$ cat config.mk
export PLATFORM = sky130hd
export DESIGN_NAME = ssi_indicator
export DESIGN_NICKNAME = d
export VERILOG_FILES = /design/src/ssi_pkg.sv /design/src/ssi_flash.sv /design/src/ssi_text_mem.sv /design/src/ssi_indicator.sv
export VERILOG_INCLUDE_DIRS = /design/src
export SDC_FILE = /design/constraint.sdc
export NUM_CORES = 2
export LEC_CHECK = 0
export BUFFER_PORTS_ARGS = -buffer_cell sky130_fd_sc_hd__buf_2
export CORE_MARGIN = 2
export CORE_UTILIZATION = 35
export DETAILED_ROUTE_END_ITERATION = 8
export GPL_ROUTABILITY_DRIVEN = 0
export GPL_TIMING_DRIVEN = 0
export PLACE_DENSITY_LB_ADDON = 0.25
export SYNTH_ARGS = -nofsm -noshare
export SYNTH_HDL_FRONTEND = slang
export SYNTH_HIERARCHICAL = 1
export SYNTH_SLANG_ARGS = --single-unit
$ cat constraint.sdc
create_clock -name core_clk -period 4.99 [get_ports core_clk]
set_input_delay 0.499 -clock core_clk [delete_from_list [all_inputs] [get_ports core_clk]]
set_output_delay 0.499 -clock core_clk [all_outputs]
set_load 0.01 [all_outputs]
$ cat src/ssi_cfg.svh
// Purpose: named constants of the scanner status indicator
// Assumes: 100 MHz core clock
// Notes: definitions only
`ifndef SSI_CFG_SVH
`define SSI_CFG_SVH

// ----------------------------------------
// timing
// ----------------------------------------
`define SSI_CLK_HZ 100000000
`define SSI_FLASH_HALF_MS 250
`define SSI_DWELL_MS 1000
`define SSI_FLASH_HALF_CYC ((`SSI_FLASH_HALF_MS) * (`SSI_CLK_HZ / 1000))
`define SSI_DWELL_CYC ((`SSI_DWELL_MS) * (`SSI_CLK_HZ / 1000))

// ----------------------------------------
// register map and fields
// ----------------------------------------
`define SSI_REG_CTRL 12'h000
`define SSI_REG_STATUS 12'h004
`define SSI_REG_MASK 12'h008
`define SSI_REG_STATE 12'h00c
`define SSI_TEXT_BIT 11
`define SSI_CTRL_RST 1'h1
`define SSI_NEV 4
`define SSI_EV_ERR 0
`define SSI_EV_OCC 1
`define SSI_EV_BOOT 2
`define SSI_EV_XFER 3

// ----------------------------------------
// display layout and characters
// ----------------------------------------
`define SSI_DISP_LAST 5'h17
`define SSI_SEQ_LAST_NC 4'h6
`define SSI_SEQ_LAST_C 4'h8
`define SSI_DEG_MAX 8'h63
`define SSI_CH_SPACE 8'h20
`define SSI_CH_H 8'h48
`define SSI_CH_V 8'h56
`define SSI_CH_PLUS 8'h2b
`define SSI_CH_MINUS 8'h2d
`define SSI_CH_ZERO 8'h30
`define SSI_CH_DEG 8'hb0
`define SSI_TEN 8'h0a
`define SSI_LV_H 5'h00
`define SSI_LV_V 5'h06

`endif

$ cat src/ssi_pkg.sv
// Purpose: types shared by the status indicator files
// Assumes: nothing
// Notes: item order doubles as text memory slot number
package ssi_pkg;
   typedef enum logic [1:0] {RI_DEACT, RI_ENABLED, RI_BLOCKED} ssi_intlk_e;
   typedef enum logic [3:0] {
      IT_TYPE, IT_VER, IT_SERIAL, IT_NAME, IT_IP, IT_RADIO, IT_SETUPREQ,
      IT_DATE, IT_SIG, IT_AWAIT, IT_XFER, IT_LEVEL, IT_PAIR
   } ssi_item_e;
endpackage

$ cat src/ssi_flash.sv
// Purpose: free-running flash phase for all flashing lamps
// Assumes: HALF_CYC of two or more
// Notes: one rate for every lamp keeps flashing easy to tell from steady
module ssi_flash #(
   parameter int HALF_CYC = 25000000
) (
   // clock and reset
   input wire logic core_clk,
   input wire logic resetn,
   // phase out
   output logic phase_q
);
   logic [31:0] cnt_q;

   // half-period counter, phase toggles at each wrap
   always_ff @(posedge core_clk or negedge resetn) begin
      if (!resetn) begin
         cnt_q <= '0;
         phase_q <= 1'b0;
      end else if (cnt_q == 32'(HALF_CYC - 1)) begin
         cnt_q <= '0;
         phase_q <= ~phase_q;
      end else begin
         cnt_q <= cnt_q + 32'h1;
      end
   end
endmodule

$ cat src/ssi_text_mem.sv
// Purpose: text slots for the display, one byte per character
// Assumes: one write and one read port on the same clock
// Notes: read data come out of a register, one cycle late
module ssi_text_mem #(
   parameter int AW = 9
) (
   // clock and reset
   input wire logic core_clk,
   input wire logic resetn,
   // write port
   input wire logic wrEn,
   input wire logic [AW-1:0] wrAddr,
   input wire logic [7:0] wrData,
   // read port
   input wire logic [AW-1:0] rdAddr,
   output logic [7:0] rdData_q
);
   logic [7:0] mem [0:(1<<AW)-1];

   // array has no reset, software loads it after power-up
   always_ff @(posedge core_clk) begin
      if (wrEn) begin
         mem[wrAddr] <= wrData;
      end
   end

   // registered read
   always_ff @(posedge core_clk or negedge resetn) begin
      if (!resetn) begin
         rdData_q <= '0;
      end else begin
         rdData_q <= mem[rdAddr];
      end
   end
endmodule

$ cat src/ssi_indicator.sv
// Purpose: lamps and 24-character text display of the scanner status
// Assumes: all status inputs synchronous to core_clk
// Notes: display text streams out one character per cycle
// Functional notes
// - six lamps; lamps one to three belong to the first protective function
// - lamp 2 off, flashing while field occupied, on when interlock blocked or linked
// - lamp 3 shows warning field; lamp 4 shows warning field 3 in four-field mode
// - lamp 5 flashes for warning field 2 in four-field mode; lamp 6 flashes on error
// - normal operation with stored setup shows active field pair, function letter then pair index
// - boot without setup cycles identity items and setup request, then level
// - boot with setup cycles identity, date, signature, level, then field pair
// - level shows signed whole degrees, H value then V value
// - awaiting message until transfer confirmed, transfer message during transfer
//
// Implementation choices: the plain strobed port and the register offsets.
`include "ssi_cfg.svh"
module ssi_indicator
   import ssi_pkg::*;
#(
   parameter int FLASH_HALF_CYC = `SSI_FLASH_HALF_CYC,
   parameter int DWELL_CYC = `SSI_DWELL_CYC
) (
   // clock and reset
   input wire logic core_clk,
   input wire logic resetn,
   // register port
   input wire logic [11:0] regAddr,
   input wire logic [31:0] regWrData,
   input wire logic regWr,
   input wire logic regRd,
   output logic [31:0] regRdData_q,
   output logic irq_q,
   // scanner state
   input wire logic safetyOutputPairOn,
   input ssi_intlk_e restartInterlock,
   input wire logic protFieldOccupied,
   input wire logic linkedUsed,
   input wire logic linkedEnabled,
   input wire logic warnField1,
   input wire logic warnField2,
   input wire logic warnField3,
   input wire logic fourFieldMode,
   input wire logic errorActive,
   input wire logic bootActive,
   input wire logic setupStored,
   input wire logic setupAwaiting,
   input wire logic setupTransfer,
   input wire logic signed [7:0] levelH,
   input wire logic signed [7:0] levelV,
   input wire logic [7:0] pairFunc,
   input wire logic [6:0] pairIndex,
   // lamps
   output logic lamp1Red_q,
   output logic lamp1Green_q,
   output logic lamp2_q,
   output logic lamp3_q,
   output logic lamp4_q,
   output logic lamp5_q,
   output logic lamp6_q,
   // display character stream
   output logic [4:0] dispPos_q,
   output logic [7:0] dispChar_q,
   output logic dispWe_q
);

   // ----------------------------------------
   // functions
   // ----------------------------------------
   // boot sequence item at a given step
   function automatic ssi_item_e seqItem(input logic cfgd, input logic [3:0] idx);
      ssi_item_e it;
      it = IT_TYPE;
      if (idx <= 4'(IT_RADIO)) it = ssi_item_e'(idx);
      else if (!cfgd) it = IT_SETUPREQ;
      else if (idx == 4'(IT_SETUPREQ)) it = IT_DATE;
      else if (idx == 4'(IT_DATE)) it = IT_SIG;
      else it = IT_LEVEL;
      return it;
   endfunction

   // one character of a signed degree value, k: 0 sign/space, 1 tens/sign, 2 ones
   function automatic logic [7:0] degChar(input logic signed [7:0] v, input logic [1:0] k);
      logic [7:0] mag;
      logic [7:0] tens;
      logic [7:0] ones;
      logic [7:0] sgn;
      mag = v[7] ? 8'(-v) : 8'(v);
      if (mag > `SSI_DEG_MAX) mag = `SSI_DEG_MAX;
      tens = mag / `SSI_TEN;
      ones = mag % `SSI_TEN;
      sgn = v[7] ? `SSI_CH_MINUS : `SSI_CH_PLUS;
      // leading zero dropped, sign slides right so digits stay put
      unique case (k)
         2'h0: degChar = (tens != 8'h0) ? sgn : `SSI_CH_SPACE;
         2'h1: degChar = (tens != 8'h0) ? `SSI_CH_ZERO + tens : sgn;
         default: degChar = `SSI_CH_ZERO + ones;
      endcase
   endfunction

   // generated character of level or pair item at a column
   function automatic logic [7:0] genChar(input ssi_item_e it, input logic [4:0] p,
                                          input logic signed [7:0] h, input logic signed [7:0] v,
                                          input logic [7:0] fn, input logic [6:0] idx);
      logic [7:0] t;
      logic [7:0] o;
      logic [4:0] r;
      genChar = `SSI_CH_SPACE;
      t = 8'(idx) / `SSI_TEN;
      o = 8'(idx) % `SSI_TEN;
      if (it == IT_PAIR) begin
         if (p == 5'h0) genChar = fn;
         else if (p == 5'h1) genChar = `SSI_CH_ZERO + ((t != 8'h0) ? t : o);
         else if (p == 5'h2 && t != 8'h0) genChar = `SSI_CH_ZERO + o;
      end else begin
         r = (p >= `SSI_LV_V) ? 5'(p - `SSI_LV_V) : p;
         if (r == 5'h0 && p == `SSI_LV_H) genChar = `SSI_CH_H;
         else if (r == 5'h0) genChar = `SSI_CH_V;
         else if (r <= 5'h3) genChar = degChar((p >= `SSI_LV_V) ? v : h, 2'(r - 5'h1));
         else if (r == 5'h4) genChar = `SSI_CH_DEG;
      end
   endfunction

   // ----------------------------------------
   // register port
   // ----------------------------------------
   logic dispOn_q;
   logic [`SSI_NEV-1:0] status_q;
   logic [`SSI_NEV-1:0] status_d;
   logic [`SSI_NEV-1:0] mask_q;
   logic [`SSI_NEV-1:0] events;
   logic [`SSI_NEV-1:0] clr;
   logic bootDone_q;
   ssi_item_e curItem;
   logic textWr;

   assign textWr = regWr && regAddr[`SSI_TEXT_BIT];
   assign clr = (regWr && regAddr == `SSI_REG_STATUS) ? regWrData[`SSI_NEV-1:0] : '0;

   // control and mask written by software
   always_ff @(posedge core_clk or negedge resetn) begin
      if (!resetn) begin
         dispOn_q <= `SSI_CTRL_RST;
         mask_q <= '0;
      end else if (regWr && regAddr == `SSI_REG_CTRL) begin
         dispOn_q <= regWrData[0];
      end else if (regWr && regAddr == `SSI_REG_MASK) begin
         mask_q <= regWrData[`SSI_NEV-1:0];
      end
   end

   // read data one cycle after the strobe; unmapped and text read as zero
   always_ff @(posedge core_clk or negedge resetn) begin
      if (!resetn) begin
         regRdData_q <= '0;
      end else if (regRd) begin
         unique case (regAddr)
            `SSI_REG_CTRL: regRdData_q <= 32'(dispOn_q);
            `SSI_REG_STATUS: regRdData_q <= 32'(status_q);
            `SSI_REG_MASK: regRdData_q <= 32'(mask_q);
            `SSI_REG_STATE: regRdData_q <= 32'({bootDone_q, 4'(curItem)});
            default: regRdData_q <= '0;
         endcase
      end else begin
         regRdData_q <= '0;
      end
   end

   // ----------------------------------------
   // events and interrupt
   // ----------------------------------------
   logic errPrev_q;
   logic occPrev_q;
   logic bootPrev_q;
   logic xferPrev_q;

   assign events[`SSI_EV_ERR] = errorActive && !errPrev_q;
   assign events[`SSI_EV_OCC] = protFieldOccupied && !occPrev_q;
   assign events[`SSI_EV_BOOT] = bootPrev_q && !bootActive;
   assign events[`SSI_EV_XFER] = xferPrev_q && !setupTransfer;
   // a new event beats a write-one clear in the same cycle
   assign status_d = (status_q & ~clr) | events;

   // edge history, sticky status, level interrupt
   always_ff @(posedge core_clk or negedge resetn) begin
      if (!resetn) begin
         errPrev_q <= 1'b0;
         occPrev_q <= 1'b0;
         bootPrev_q <= 1'b0;
         xferPrev_q <= 1'b0;
         status_q <= '0;
         irq_q <= 1'b0;
      end else begin
         errPrev_q <= errorActive;
         occPrev_q <= protFieldOccupied;
         bootPrev_q <= bootActive;
         xferPrev_q <= setupTransfer;
         status_q <= status_d;
         irq_q <= |(status_d & mask_q);
      end
   end

   // ----------------------------------------
   // lamps
   // ----------------------------------------
   logic flashPhase;

   ssi_flash #(.HALF_CYC(FLASH_HALF_CYC)) ssi_flash_inst (
      .core_clk(core_clk),
      .resetn(resetn),
      .phase_q(flashPhase)
   );

   always_ff @(posedge core_clk or negedge resetn) begin
      if (!resetn) begin
         lamp1Red_q <= 1'b0;
         lamp1Green_q <= 1'b0;
      end else begin
         lamp1Red_q <= errorActive ? flashPhase : !safetyOutputPairOn;
         lamp1Green_q <= !errorActive && safetyOutputPairOn;
      end
   end

   // occupied field flashes, blocked interlock or linked sensor is steady
   always_ff @(posedge core_clk or negedge resetn) begin
      if (!resetn) begin
         lamp2_q <= 1'b0;
      end else if (protFieldOccupied) begin
         lamp2_q <= flashPhase;
      end else begin
         lamp2_q <= (restartInterlock == RI_BLOCKED) || (linkedUsed && linkedEnabled);
      end
   end

   // warning field lamps and error lamp
   always_ff @(posedge core_clk or negedge resetn) begin
      if (!resetn) begin
         lamp3_q <= 1'b0;
         lamp4_q <= 1'b0;
         lamp5_q <= 1'b0;
         lamp6_q <= 1'b0;
      end else begin
         lamp3_q <= warnField1;
         lamp4_q <= fourFieldMode && warnField3;
         lamp5_q <= fourFieldMode && warnField2 && flashPhase;
         lamp6_q <= errorActive && flashPhase;
      end
   end

   // ----------------------------------------
   // boot sequence and item select
   // ----------------------------------------
   logic [31:0] dwell_q;
   logic [3:0] step_q;
   logic dwellEnd;
   logic [3:0] stepLast;

   assign dwellEnd = dwell_q == 32'(DWELL_CYC - 1);
   assign stepLast = setupStored ? `SSI_SEQ_LAST_C : `SSI_SEQ_LAST_NC;

   // each item dwells, list repeats while booting
   always_ff @(posedge core_clk or negedge resetn) begin
      if (!resetn) begin
         dwell_q <= '0;
         step_q <= '0;
      end else if (!bootActive) begin
         dwell_q <= '0;
         step_q <= '0;
      end else if (dwellEnd) begin
         dwell_q <= '0;
         step_q <= (step_q >= stepLast) ? 4'h0 : step_q + 4'h1;
      end else begin
         dwell_q <= dwell_q + 32'h1;
      end
   end

   // boot end seen, cleared by a new boot
   always_ff @(posedge core_clk or negedge resetn) begin
      if (!resetn) begin
         bootDone_q <= 1'b0;
      end else if (bootActive) begin
         bootDone_q <= 1'b0;
      end else if (bootPrev_q) begin
         bootDone_q <= 1'b1;
      end
   end

   // transfer messages override boot and normal display
   always_comb begin
      if (setupTransfer) curItem = IT_XFER;
      else if (setupAwaiting) curItem = IT_AWAIT;
      else if (bootActive) curItem = seqItem(setupStored, step_q);
      else if (setupStored) curItem = IT_PAIR;
      else curItem = IT_LEVEL;
   end

   // ----------------------------------------
   // display scan
   // ----------------------------------------
   logic [4:0] scanPos_q;
   logic [4:0] s1Pos_q;
   logic [7:0] s1Char_q;
   logic s1Gen_q;
   logic s1Blank_q;
   logic s1Valid_q;
   logic [7:0] memData;
   logic isGen;

   assign isGen = (curItem == IT_LEVEL) || (curItem == IT_PAIR);

   ssi_text_mem #(.AW(9)) ssi_text_mem_inst (
      .core_clk(core_clk),
      .resetn(resetn),
      .wrEn(textWr),
      .wrAddr(regAddr[10:2]),
      .wrData(regWrData[7:0]),
      .rdAddr({4'(curItem), scanPos_q}),
      .rdData_q(memData)
   );

   // column counter; one full refresh every 24 cycles
   always_ff @(posedge core_clk or negedge resetn) begin
      if (!resetn) begin
         scanPos_q <= '0;
      end else begin
         scanPos_q <= (scanPos_q == `SSI_DISP_LAST) ? 5'h0 : scanPos_q + 5'h1;
      end
   end

   // stage one, generated text beside the memory read
   always_ff @(posedge core_clk or negedge resetn) begin
      if (!resetn) begin
         s1Pos_q <= '0;
         s1Char_q <= `SSI_CH_SPACE;
         s1Gen_q <= 1'b0;
         s1Blank_q <= 1'b1;
         s1Valid_q <= 1'b0;
      end else begin
         s1Pos_q <= scanPos_q;
         s1Char_q <= genChar(curItem, scanPos_q, levelH, levelV, pairFunc, pairIndex);
         s1Gen_q <= isGen;
         s1Blank_q <= !dispOn_q;
         s1Valid_q <= 1'b1;
      end
   end

   // stage two, switched-off display writes blanks
   always_ff @(posedge core_clk or negedge resetn) begin
      if (!resetn) begin
         dispPos_q <= '0;
         dispChar_q <= `SSI_CH_SPACE;
         dispWe_q <= 1'b0;
      end else begin
         dispPos_q <= s1Pos_q;
         dispChar_q <= s1Blank_q ? `SSI_CH_SPACE : (s1Gen_q ? s1Char_q : memData);
         dispWe_q <= s1Valid_q;
      end
   end
endmodule

Word level (Yosys, flattened, before mapping)
Memory sizes are Yosys's and may differ from the RTL's. A register that Yosys moved wholly into a read port is not among the register bits.
Cells that the tools add are included.
{"block": "op_classes", "addsub": 11, "n_mul": 0, "div_mod_pow": 4, "order_cmp": 5, "eq_ne": 16, "shifts": 0, "mux": 48, "bitwise": 6, "n_reduce_logical": 35}
{"operator": "$mux 8", "n": 19}
{"operator": "$mux 32", "n": 3}
{"operator": "$add 32x1->32 const B", "n": 2}
{"operator": "$mux 4", "n": 12}
{"operator": "$add 6x8->8 const A", "n": 4}
{"operator": "$eq 32x25->1 const B", "n": 1}
{"operator": "$eq 32x27->1 const B", "n": 1}
{"operator": "$eq 12x4->1 const B", "n": 2}
{"operator": "$pmux 5 s4", "n": 1}
{"operator": "$logic_and 1x1->1", "n": 16}
{"operator": "$pmux 8 s2", "n": 1}
{"operator": "$reduce_bool 8->1", "n": 2}
{"operator": "$mux 5", "n": 3}
{"operator": "$eq 12x3->1 const B", "n": 1}
{"operator": "$logic_not 12->1", "n": 1}
{"operator": "$logic_not 5->1", "n": 2}
{"operator": "$and 4x4->4", "n": 2}
{"operator": "$div 7x4->8 const B", "n": 1}
{"operator": "$div 8x4->8 const B", "n": 1}
{"operator": "$eq 4x3->1 const B", "n": 2}
{"operator": "$eq 4x4->1 const B", "n": 2}
{"operator": "$gt 8x7->1 const B", "n": 1}
{"operator": "$logic_not 1->1", "n": 8}
{"operator": "$mod 7x4->8 const B", "n": 1}
{"operator": "other kinds (28)", "n": 36}
{"block": "totals", "reg_bits": 158, "latch_bits": 0, "ramBits": 4096, "romBits": 0, "out_inout_bits": 54, "wordCells": 156, "mem_count": 1}
{"memory": "ssi_text_mem_inst.mem", "words": 512, "word_bits": 8, "read_ports": 1, "rd_clocked_by_memory_dff": 1, "wr": 1, "line": "ssi_text_mem.sv:18", "rtl": "logic [7:0] mem [0:(1<<AW)-1];"}

Depth between registers and ports, before layout
{"block": "logic_depth", "ltp_word": 18, "mapped_depth": 19, "mapped_depth_nobuf": 17}

Modules after synthesis
The synthesis kept the hierarchy.
{"mod": "ssi_text_mem", "n_inst": 1, "cells_per_inst": 8030, "area_per_inst_um2": 159960.9, "seq_area_each_um2": 123198.2}
{"mod": "ssi_indicator", "n_inst": 1, "cells_per_inst": 757, "area_per_inst_um2": 6723.9, "seq_area_each_um2": 2457.4}
{"mod": "ssi_flash", "n_inst": 1, "cells_per_inst": 169, "area_per_inst_um2": 1742.9, "seq_area_each_um2": 825.8}

Worst setup path before layout
OpenSTA, ideal clock, no wires.
{"block": "synth_timing", "kind": "register to register", "startpoint": "register step_q[0]", "endpoint": "register ssi_text_mem_inst.rdData_q[3] (read register of ssi_text_mem_inst.mem)", "setup_time_ns": 0.067, "arrival_ns": 4.079, "required_time_ns": 4.923, "setup_slack_ns": 0.844, "path_stages_with_launch": 18, "n_path_buf": 2, "path_cell_list": "dfrtp_1 inv_1 ha_1 nor3b_1 nor2_1 nor2_1 o21ai_0 o21ai_0 a2111oi_0 or3_1 or2_2 clkbuf_1 clkbuf_1 nor3_1 nor4_1 o311ai_0 nor4_1 o2111a_1"}
{"block": "synth_between", "elab_cells_between_ends": 10, "classes_between": "1 x order compare; 2 x eq/ne; 7 x mux"}
{"element": "start, declared", "line": "ssi_indicator.sv:253", "rtl": "logic [3:0] step_q;"}
{"element": "start signal, assigned", "line": "ssi_indicator.sv:270", "rtl": "step_q <= (step_q >= stepLast) ? 4'h0 : step_q + 4'h1;"}
{"element": "$eq 4x3->1", "line": "ssi_indicator.sv:75", "rtl": "else if (idx == 4'(IT_SETUPREQ)) it = IT_DATE;"}
{"element": "$mux 4", "line": "ssi_indicator.sv:75"}
{"element": "$mux 4", "line": "ssi_indicator.sv:74", "rtl": "else if (!cfgd) it = IT_SETUPREQ;"}
{"element": "$mux 4 *", "line": "ssi_indicator.sv:73", "rtl": "if (idx <= 4'(IT_RADIO)) it = ssi_item_e'(idx);"}
{"element": "$mux 4 *", "line": "ssi_indicator.sv:291", "rtl": "else if (bootActive) curItem = seqItem(setupStored, step_q);"}
{"element": "$mux 4 *", "line": "ssi_indicator.sv:290", "rtl": "else if (setupAwaiting) curItem = IT_AWAIT;"}
{"element": "$mux 4 *", "line": "ssi_indicator.sv:289", "rtl": "if (setupTransfer) curItem = IT_XFER;"}
{"element": "via curItem[2]", "line": "ssi_indicator.sv:133", "rtl": "ssi_item_e curItem;"}
{"element": "end, declared", "line": "ssi_text_mem.sv:16", "rtl": "output logic [7:0] rdData_q"}
The timed path passes the listed nets; every way through them passes the cells marked *.
A chain may end at the register's enable or synchronous reset.

==> metrics <==
status complete, but fails checks; Starting Density 0.3517; M2 GR Usage 0.3841; gr usage total 0.2607; NumNets Final 9,762; worst r2r path cells 8; residual DRC count 0; Clock Latency Late Sink 1020 ps; Max Clk Rate 0.1913 GHz; Synth Flop Type edfxtp_1; #FFs+latches synth 4,235; setup tns final -1176 ps; crit path DAT 6130 ps; cell type with the largest total area after synthesis edfxtp_1; async set-reset flop share out of synthesis 0.03282; initial antenna violation count 63; Crit path largest cell delay 1000 ps; Area growth, synth to finish 15.80%; first-pass GRT wire length 853,800 um; crit path time final 5227 ps; via density per instance 6.067; PwrDens 375.9 nW/um2; Max-slew headroom -0.04319; Max stage delay cell, worst path o41ai_2; failing checks max-capacitance violations, max-slew violations, negative setup slack; Critical Path End Type register; Total Power 73.32 mW; buffer depth of the longest clock path 4; crit path max fanout 10; DIE AREA 486,800 um2; first-iteration detailed-routing DRC count 17,130; Reg clk slew, reported paths 60 ps; max-slew violation count 34; synth top area cells edfxtp_1, mux4_2, mux2i_1; CP required 5900 ps; Most Crowded Layer GR met2; core area 478,900 um2; worst setup path class reg2reg; pre-CTS setup slack -2196 ps; antenna-violating nets left 0; Final Cycle Share 1.048; met3 Use GR 0.08481; H-tree levels 5; Max VDD drop 0.3359 mV; Final Skew 64.79 ps; chip width 697.7 um; grt met1 use 0.3310; vias in the first global route 94,150; row count 254; port bufs 94; GRT Residual Overflow 0; final hold violations 0; drt pass-1 iters 8; dpl hpwl 463,200 um; CP startpoint kind register; final setup vio count 8; Post-Synthesis Cells 8,956; PnR worst setup slack -237.4 ps; Min-Delay Path Depth 5; die outline height 697.7 um; max_cap viols 4; largest net degree at the start of global routing 145; CTS Buf Count 431; Yosys warnings 6; synth unique cells 106; Routed WL per cell 39.80 um; Post-synth EDFFs 4,096; Num Clock Sinks 4,235; Seq/Total Area, Yosys 0.7510; I/O Pins 148; CTS root buf clkbuf_16; Cell Chain, Critical Path inv_1, buf_2, clkbuf_2, mux2i_1, nor2_1, nor3_1, o41ai_2, o2111a_2; Worst Hold Class in2reg; syn_area_per_cell 18.81 um2; Syn Std Cell Area 168,400 um2; vias 99,790; layout cell share with drive strength beyond 1 0.2069; actual slew at the worst max-slew pin 1565 ps; share of the synthesized area in the top cell type 0.7303; CTS tree built; WL final 654,600 um; leakage power 66.00 nW
[cells in the mapped netlist (all sizes together), types with 40 or more instances]
cell type and n:
nand2 185, nand4 50, dfrtp 135, clkbuf 279, o221ai 375, nor2 692, nor3 128, mux4 655
a22oi 70, o22ai 172, nor4 51, mux2i 818, nand3 78, buf 293, inv 40, a21oi 232
o21ai 180, edfxtp 4096
[kinds of logic (layout without fill, tap and decap cells)]
| kind of cell | count (synthesis) | after routing | synth area share |
|---|---|---|---|
| xor gates and xnor gates | 65 | 65 | 0.003380 |
| other | 2 | 73 | 0.00004459 |
| muxes | 1483 | 1483 | 0.1369 |
| adders and majority gates | 25 | 25 | 0.001857 |
| DFF | 4235 | 4235 | 0.7510 |
| AOI/OAI and AO/OA | 1188 | 1188 | 0.04969 |
| buffers and inverters | 612 | 1631 | 0.02051 |
| and+or+nand+nor | 1346 | 1346 | 0.03670 |
[state kept, by name, indices dropped and copies added, names as in the netlist, 5 cells and up]
register and flops:
ssi_text_mem_inst/rdData_q 8, scanPos_q 5, ssi_text_mem_inst/mem 4096, regRdData_q 5
s1Pos_q 5, dwell_q 32, ssi_flash_inst/cnt_q 32, s1Char_q 8
dispPos_q 5, dispChar_q 8
[power breakdown]
part	switching, mW	internal [mW]	leakage, nW
combinational	1.34	0.363	20.5
sequential	0.0162	39.0	38.6
clock	14.1	18.5	6.90
total	15.4	57.9	66.0
[cells in the final DEF, fill, tap and decap left out, types with 133 or more instances in the layout]
cell,count
nor2_1,677
clkbuf_1,206
buf_2,168
dfrtp_1,133
nand2_1,180
mux2i_1,815
a21oi_1,219
o22ai_1,170
mux4_2,655
edfxtp_1,4096
o221ai_1,373
o21ai_0,159
clkbuf_16,436
[routing by layer]
layer / routed length, um / vias up / part of all wire
met1: 233500 / 52540 / 0.36
met3: 88040 / 1599 / 0.13
li1: - / 38180 / -
met5: 748 / - / 0.0011
met2: 281100 / 7445 / 0.43
met4: 51170 / 20 / 0.078
[final timing paths]
| kind | startpoint | to | slack, ps |
|---|---|---|---|
| max reg2reg | scanPos_q[2] | ssi_text_mem_inst/rdData_q[2] | -240 |
| min reg2reg | s1Pos_q[1] | dispPos_q[1] | 350 |
| min in group asynchronous | resetn | dwell_q[8] | 570 |
| max | scanPos_q[2] | ssi_text_mem_inst/rdData_q[2] | -240 |
| min | pairIndex[0] | s1Char_q[0] | 70 |
| max in group asynchronous | resetn | ssi_flash_inst/cnt_q[27] | 3910 |
[metrics by stage]
| step | hold WS, ps | cell area [um2] | utilization | std cells |
|---|---|---|---|---|
| after CTS | 7.804 | 194600 | 0.4063 | 16400 |
| after detailed placement | 334.7 | 179600 | 0.3750 | 15580 |
| after global placement | 333.1 | 177000 | 0.3696 | 15480 |
| after global routing | 104.4 | 194900 | 0.4070 | 16410 |
| after floorplan | 203.4 | 168500 | - | 8986 |
| final | 71.06 | 195000 | 0.4072 | 16450 |
[critical path: cells and delay by family (launching register included)]
| family | cells | cell delay (ps) |
|---|---|---|
| AOI/OAI and AO/OA | 2 | 1540 |
| muxes | 1 | 320 |
| and+or+nand+nor | 2 | 450 |
| DFF | 1 | 640 |
| buffers and inverters | 3 | 2140 |
[what timing repair did]
action | CTS | global route
setup buffers | 3 | 1
hold buffers | 32 | 0
cloned | 0 | 0
resized for setup | 159 | 100
endpoints found under the setup margin | 10 | 10
endpoints found under the hold margin | 354 | 0
pin swaps | 9 | 20
[layout make-up]
cell class,instances,area (um2)
fillers,42450,283900
flip-flops and latches,4235,126500
multi-input cells,4139,39380
clock buffers,508,11210
well taps,6400,8008
plain buffers,566,3615
repair buffers,230,3174
clock inverters,287,2915
inverters,40,153.9
diodes,41,102.6
Power figures use the tool's default switching activity.
